$ cat src/wwd_pkg.sv
package wwd_pkg;

  // counter and divider geometry
  localparam int WWD_CNT_W = 24;
  localparam int WWD_DIV_W = 8;
  localparam int WWD_PRESCALE = 4;
  localparam int WWD_AW = 6;
  localparam int WWD_NST = 4;

  // register byte offsets
  localparam logic [5:0] WWD_CTRL_OFS = 6'h00;
  localparam logic [5:0] WWD_RELOAD_OFS = 6'h04;
  localparam logic [5:0] WWD_FEED_OFS = 6'h08;
  localparam logic [5:0] WWD_COUNT_OFS = 6'h0c;
  localparam logic [5:0] WWD_WARN_OFS = 6'h10;
  localparam logic [5:0] WWD_WINDOW_OFS = 6'h14;
  localparam logic [5:0] WWD_DIV_OFS = 6'h18;
  localparam logic [5:0] WWD_STAT_OFS = 6'h1c;
  localparam logic [5:0] WWD_CLR_OFS = 6'h20;
  localparam logic [5:0] WWD_IEN_OFS = 6'h24;

  // control bit positions
  localparam int WWD_CTRL_EN = 0;
  localparam int WWD_CTRL_RSTSEL = 1;
  localparam int WWD_CTRL_PROT = 2;
  localparam int WWD_CTRL_SLEEP = 3;

  // status, clear and enable bit positions
  localparam int WWD_ST_TOUT = 0;
  localparam int WWD_ST_WARN = 1;
  localparam int WWD_ST_EARLY = 2;
  localparam int WWD_ST_WDRST = 3;

  // reset values and limits
  localparam logic [23:0] WWD_RELOAD_RST = 24'hffffff;
  localparam logic [23:0] WWD_RELOAD_MIN = 24'h0000ff;
  localparam logic [23:0] WWD_WARN_RST = 24'h000000;
  localparam logic [23:0] WWD_WINDOW_RST = 24'hffffff;
  localparam logic [7:0] WWD_DIV_RST = 8'h00;

  // feed keys
  localparam logic [7:0] WWD_FEED_KEY1 = 8'haa;
  localparam logic [7:0] WWD_FEED_KEY2 = 8'h55;

  typedef struct packed {
    logic read;
    logic write;
    logic [5:0] address;
    logic [31:0] writedata;
  } wwd_bus_req_type;

  typedef struct packed {
    logic [31:0] readdata;
    logic waitrequest;
  } wwd_bus_rsp_type;

endpackage : wwd_pkg

$ cat src/wwd_tick.sv
module wwd_tick #(
  parameter int DIV_W = 8
) (
  input wire logic clk_i,
  input wire logic reset_n_i,
  input wire logic osc_i,
  input wire logic [DIV_W-1:0] div_i,
  input wire logic run_i,
  output logic cnt_tick_o
);
  import wwd_pkg::*;

  initial begin
    if (DIV_W < 1 || DIV_W > 16) begin
      $error("wwd_tick: DIV_W out of range");
    end
  end

  typedef struct packed {
    logic [1:0] sync;
    logic last;
    logic [DIV_W-1:0] div_cnt;
    logic [1:0] pre_cnt;
    logic tick;
  } wwd_tick_st_type;

  wwd_tick_st_type s_q, s_d;
  logic osc_edge;
  logic wd_tick;

  always_comb begin
    s_d = s_q;
    s_d.sync = {s_q.sync[0], osc_i};
    s_d.last = s_q.sync[1];
    osc_edge = s_q.sync[1] & ~s_q.last;
    wd_tick = osc_edge && (s_q.div_cnt == div_i);
    s_d.tick = 1'b0;
    if (osc_edge) begin
      s_d.div_cnt = wd_tick ? '0 : s_q.div_cnt + 1'b1;
    end
    if (!run_i) begin
      s_d.pre_cnt = '0;
    end else if (wd_tick) begin
      // fixed divide by four ahead of the counter
      s_d.pre_cnt = s_q.pre_cnt + 2'h1;
      s_d.tick = (s_q.pre_cnt == 2'(WWD_PRESCALE - 1));
    end
  end

  always_ff @(posedge clk_i) begin
    if (!reset_n_i) begin
      s_q <= '0;
    end else begin
      s_q <= s_d;
    end
  end

  assign cnt_tick_o = s_q.tick;

endmodule : wwd_tick

$ cat src/wwd_top.sv
// The implementer's own choices: the register addresses and register access over Avalon-MM.
module wwd_top (
  input wire logic clk_i,
  input wire logic reset_n_i,
  input wire logic osc_i,
  input wire logic deep_sleep_i,
  input wire logic dbg_halt_i,
  input wire wwd_pkg::wwd_bus_req_type bus_i,
  output wwd_pkg::wwd_bus_rsp_type bus_o,
  output logic irq_o,
  output logic chip_reset_o
);
  import wwd_pkg::*;

  typedef struct packed {
    logic en;
    logic rst_sel;
    logic prot;
    logic sleep_run;
    logic [23:0] reload;
    logic [23:0] warn;
    logic [23:0] window;
    logic [23:0] count;
    logic [7:0] div;
    logic [3:0] stat;
    logic [3:0] ien;
    logic armed;
    logic wreq;
    logic [31:0] rdata;
    logic irq;
    logic chip_rst;
  } wwd_state_type;

  wwd_state_type s_q, s_d;
  logic cnt_tick, run, tick, req, acc, wr;
  logic feed_wr, good1, good2, bad, feed, early, tout, warn_hit, prot_ok, evt;
  logic [23:0] dec, wdata24;

  function automatic logic [31:0] rd_mux(input wwd_state_type s, input logic [5:0] a);
    logic [31:0] v;
    v = '0;
    unique case (a)
      WWD_CTRL_OFS: v = {28'h0000000, s.sleep_run, s.prot, s.rst_sel, s.en};
      WWD_RELOAD_OFS: v = {8'h00, s.reload};
      WWD_COUNT_OFS: v = {8'h00, s.count};
      WWD_WARN_OFS: v = {8'h00, s.warn};
      WWD_WINDOW_OFS: v = {8'h00, s.window};
      WWD_DIV_OFS: v = {24'h000000, s.div};
      WWD_STAT_OFS: v = {28'h0000000, s.stat};
      WWD_IEN_OFS: v = {28'h0000000, s.ien};
      default: v = '0;
    endcase
    return v;
  endfunction : rd_mux

  // counting stops in debug halt and in deep-sleep unless told to run
  // sleep run gate
  assign run = s_q.en & ~dbg_halt_i & (~deep_sleep_i | s_q.sleep_run);

  wwd_tick #(
    .DIV_W(WWD_DIV_W)
  ) u_tick (
    .clk_i(clk_i),
    .reset_n_i(reset_n_i),
    .osc_i(osc_i),
    .div_i(s_q.div),
    .run_i(run),
    .cnt_tick_o(cnt_tick)
  );

  always_comb begin
    s_d = s_q;
    s_d.chip_rst = 1'b0;
    tick = cnt_tick & run;
    req = bus_i.read | bus_i.write;
    // one wait state: the access completes in the cycle waitrequest is low
    acc = req & ~s_q.wreq;
    wr = acc & bus_i.write;
    s_d.wreq = ~(req & s_q.wreq);
    if (req & s_q.wreq) begin
      s_d.rdata = rd_mux(s_q, bus_i.address);
    end
    wdata24 = bus_i.writedata[23:0];
    dec = s_q.count - 24'h000001;

    feed_wr = wr && (bus_i.address == WWD_FEED_OFS);
    good1 = feed_wr && (bus_i.writedata[7:0] == WWD_FEED_KEY1);
    good2 = feed_wr && s_q.armed && (bus_i.writedata[7:0] == WWD_FEED_KEY2);
    bad = acc && ((feed_wr && !good1 && !good2) || (!feed_wr && s_q.armed));
    if (acc) begin
      s_d.armed = good1;
    end
    feed = good2;

    early = feed && s_q.en && (s_q.count > s_q.window);
    tout = s_q.en && tick && (s_q.count == '0);
    warn_hit = s_q.en && tick && (s_q.count != '0) && (dec == s_q.warn);
    prot_ok = ~s_q.prot | (s_q.count <= s_q.warn);
    evt = tout | early | (s_q.en & bad);

    if (!s_q.en) begin
      s_d.count = s_q.reload;
    end else if (feed) begin
      s_d.count = s_q.reload;
    end else if (tick && (s_q.count != '0)) begin
      s_d.count = dec;
    end

    if (wr) begin
      unique case (bus_i.address)
        WWD_CTRL_OFS: begin
          s_d.en = s_q.en | bus_i.writedata[WWD_CTRL_EN];
          s_d.rst_sel = s_q.rst_sel | bus_i.writedata[WWD_CTRL_RSTSEL];
          s_d.prot = s_q.prot | bus_i.writedata[WWD_CTRL_PROT];
          s_d.sleep_run = bus_i.writedata[WWD_CTRL_SLEEP];
          if (!s_q.en) begin
            s_d.count = s_q.reload;
          end
        end
        WWD_RELOAD_OFS: begin
          if (prot_ok) begin
            s_d.reload = (wdata24 < WWD_RELOAD_MIN) ? WWD_RELOAD_MIN : wdata24;
          end
        end
        WWD_WARN_OFS: s_d.warn = wdata24;
        WWD_WINDOW_OFS: s_d.window = wdata24;
        WWD_DIV_OFS: s_d.div = bus_i.writedata[7:0];
        WWD_CLR_OFS: s_d.stat = s_q.stat & ~bus_i.writedata[3:0];
        WWD_IEN_OFS: s_d.ien = bus_i.writedata[3:0];
        default: s_d.ien = s_q.ien;
      endcase
    end

    // sets are applied after the clear so a coincident event is kept
    if (warn_hit) begin
      s_d.stat[WWD_ST_WARN] = 1'b1;
    end
    if (evt) begin
      s_d.count = s_q.reload;
      s_d.armed = 1'b0;
      if (s_q.rst_sel) begin
        s_d.chip_rst = 1'b1;
        s_d.stat[WWD_ST_WDRST] = 1'b1;
        s_d.en = 1'b0;
        s_d.rst_sel = 1'b0;
        s_d.prot = 1'b0;
        s_d.sleep_run = 1'b0;
      end else begin
        s_d.stat[WWD_ST_TOUT] = s_d.stat[WWD_ST_TOUT] | tout;
        s_d.stat[WWD_ST_EARLY] = s_d.stat[WWD_ST_EARLY] | ~tout;
      end
    end
    s_d.irq = |(s_d.stat & s_d.ien);
  end

  always_ff @(posedge clk_i) begin
    if (!reset_n_i) begin
      s_q <= '0;
      s_q.wreq <= 1'b1;
      s_q.reload <= WWD_RELOAD_RST;
      s_q.count <= WWD_RELOAD_RST;
      s_q.warn <= WWD_WARN_RST;
      s_q.window <= WWD_WINDOW_RST;
      s_q.div <= WWD_DIV_RST;
    end else begin
      s_q <= s_d;
    end
  end

  assign bus_o.readdata = s_q.rdata;
  assign bus_o.waitrequest = s_q.wreq;
  assign irq_o = s_q.irq;
  assign chip_reset_o = s_q.chip_rst;
endmodule : wwd_top

$ cat config.mk
export PLATFORM = sky130hd
export DESIGN_NAME = wwd_top
export DESIGN_NICKNAME = d
export VERILOG_FILES = /design/src/wwd_pkg.sv /design/src/wwd_tick.sv /design/src/wwd_top.sv
export SDC_FILE = /design/constraint.sdc
export NUM_CORES = 1
export LEC_CHECK = 0
export ABC_AREA = 1
export ABC_CLOCK_PERIOD_IN_PS = 2200
export BUFFER_PORTS_ARGS = -buffer_cell sky130_fd_sc_hd__buf_4
export CAP_MARGIN = 10
export CORE_MARGIN = 3
export CORE_UTILIZATION = 25
export DETAILED_ROUTE_END_ITERATION = 7
export HOLD_SLACK_MARGIN = 0.1
export SYNTH_ARGS = -nofsm -noshare
export SYNTH_HDL_FRONTEND = slang
export SYNTH_SLANG_ARGS = --single-unit
$ cat constraint.sdc
create_clock -name clk_i -period 2.2 [get_ports clk_i]
set_input_delay 0 -clock clk_i [delete_from_list [all_inputs] [get_ports clk_i]]
set_output_delay 0 -clock clk_i [all_outputs]
set_load 0.01 [all_outputs]
==> flow_summary.toml <==
[status]
status = "completed"

[yosys]
syn-instance-count = 1389
avgSynthCellArea_um2 = 6.87
yosys_warnings = 0
ys_seq_area_frac = 0.331
synth_cell_types = 47
ys_seq_elements = 158
netlist_area_mm2 = 0.00954

[detailed_routing]
drt-pass1-iter-count = 6
drcViolationCount = 0
vias_per_cell = 4.97
wl_per_cell_um = 17.5
num_vias = 10244
drt_iter0_markers = 899
wl_mm = 36.0
ant_nets = 0

[global_route]
grt_use_total = 0.172
overflow = 0
grt_first_pass_wirelength_mm = 55.5
grt_start_max_net_pins = 108
first_global_vias = 9918
antenna_found_initial = 0

[clock_network]
clk_latency_ns = 0.45
cts_buffer_depth = 2
htreeDepth = 4
cts_tree = "yes"
clock-sinks = 158
clock-root-buffer = "clkbuf_16"
clk_pin_slew_ns = 0.07
cts_buffers = 17

[timing]
layout_min_cycle_time_ns = 2.13
clock.fmax_ghz = 0.470
fin_crit_sh = 0.967
final_max_slew_viol_count = 0
setup_violations = 0
slew_headroom = 0.310
worstMarginPinSlew_ns = 1.03
finalHoldViolCount = 0
fin_skew_ns = 0.0107
rsz0062_at_grt = "yes"
hold_ws_ns = 0.160

[pwr]
total_power_w = 0.00654
leakagePower_nw = 5.73
powerDensity_mw_per_mm2 = 519
ir_worst_vdd_mv = 0.560

[placed_design]
gp_congestion = 0.944
hpwl_mm = 26.4
dp_cells = 1980
place_area_mm2 = 0.0110
io_buffers = 63

[floorplan]
core_mm2 = 0.0371
fp-row-count = 70
fp.dieArea_mm2 = 0.0405
fp.dieW_um = 201
num_io_pins = 80
start_util = 0.257
die_y_um = 201

[worst_hold_path]
min-delay-start = "bus_i[39]"
hp-class = "in -> reg"

[run]
drv_cap = 0

[finish]
mostFrequentLayoutCells = "nand2_1, buf_4, inv_1, nand3_1, dfxtp_1"
final_common_cell = "nand2_1"
final_nets = 1643
final_area_mm2 = 0.0126
fill_cells = 3970
antenna_cells = 0
fin_cells = 2063
finalCoreUtilization = 0.339
drive_above_1_share = 0.222
area_growth_pct = 32.1

[setup_path]
path_cells = "buf_6, ha_4, inv_4, nor2_2, nor2_1, o21a_1, o211ai_1, nand2_1, nand4_1, nand2_2, nand2_4, clkbuf_16, nand2_1, nand3_1"
crit_arrival_ns = 2.51
crit_fanout = 5
crit_required_ns = 2.58
worst_path_largest_cell_delay_ns = 0.33
start_kind = "flip-flop"
path_class = "reg -> reg"
worstSetupEndpointType = "flip-flop"
crit_slowest_cell = "dfxtp_2"
crit_top_cell = "nand2_1"
per-stage QoR:
stage	setup slack (ns)	setup TNS (ns)
floorplan	0.163	0
global placement	-0.148	-3.43
detailed placement	-0.126	-2.89
CTS	-0.00238	-0.00516
global route	-0.0389	-0.538
finish	0.0731	0
power by group:
group | internal (W) | switching, W | leakage (nW)
Clock | 0.00183 | 0.00141 | 0.307
Combinational | 0.000158 | 0.000258 | 4.14
Sequential | 0.00287 | 0.0000119 | 1.28
Total | 0.00486 | 0.00168 | 5.73
metal layers:
layer / track usage / wire length, um / up-vias / part of all wire
met1: 0.225 / 15800 / 4832 / 0.44
met3: 0.0367 / 2390 / 61 / 0.066
li1: - / - / 4967 / -
met2: 0.284 / 17000 / 384 / 0.47
met4: 0.0536 / 866 / 0 / 0.024
met5: 0 / 0 / - / 0
cell usage after synthesis (all sizes together):
library cell  instances  area (um^2)
o21a                  3         22.5
and3                  2         12.5
xnor2                 2         17.5
a221oi                2         17.5
xnor3                 1         22.5
or2                   2         12.5
o21ai                74          370
a31o                  1         8.76
xor2                  5         43.8
a22oi                20          150
clkbuf               30          114
nand4                20          140
nand3               141          706
a31oi                 5         31.3
nor3                 12         60.1
o21bai                1         7.51
o22a                  1         8.76
nor4                  7         43.8
o2111ai              12          105
ha                   52          651
nand3b                1         7.51
a211oi                5         37.5
conb                  1         3.75
dfxtp               158         3160
nor2                110          510
nand2               345         1340
nor3b                 2         15.0
o221ai               14          123
o211ai               26          195
a21oi               101          505
a21o                  1         7.51
o22ai                11         68.8
o31ai                 6         45.0
inv                 155          582
buf                  57          378
clkinv                2         7.51
a21boi                1         7.51
logic make-up (layout without fill, tap and decap cells):
logic type                 Yosys count  count (layout)  synth area share
buffers and inverters              244             407             0.113
and+or+nand+nor                    642             642             0.298
DFF                                158             158             0.331
xor gates and xnor gates             8               8           0.00879
adders and majority gates           52              52            0.0682
other                                1               8          0.000393
AOI/OAI and AO/OA                  284             284             0.179
final cells by class:
cell class / instances / area (um^2) / area share
clock buffers: 17 / 425 / 0.0337
repair buffers: 218 / 1860 / 0.148
clock inverters: 15 / 200 / 0.0159
inverters: 157 / 599 / 0.0475
multi-input cells: 994 / 5700 / 0.452
well taps: 504 / 631 / 0.0500
flip-flops and latches: 158 / 3190 / 0.253
worst max-delay path: cells and delay by family (launching register included):
family | cells | cell delay [ns]
AND/OR/NAND/NOR | 8 | 0.69
flip-flops | 1 | 0.33
adder cells (fa/ha/maj) | 1 | 0.27
buffers and inverters | 3 | 0.34
AO/OA/AOI/OAI | 2 | 0.43
path summary, 6_finish.rpt:
check / to / slack (ns) / cells past startpoint
max: s_q[137] / 0.07 / 14
min: s_q[35] / 0.16 / 5
max reg2reg: s_q[137] / 0.07 / 14
min reg2reg: u_tick.s_d[11] / 0.42 / 2
repair_timing:
item | in CTS | in global routing
hold endpoints to repair | 99 | 0
gates cloned | 0 | 3
buffers inserted | 0 | 18
gates resized for setup | 8 | 111
pin swaps | 1 | 32
hold buffers | 30 | 0
setup endpoints to repair | 28 | 56
(Power assumes the default switching activity.)
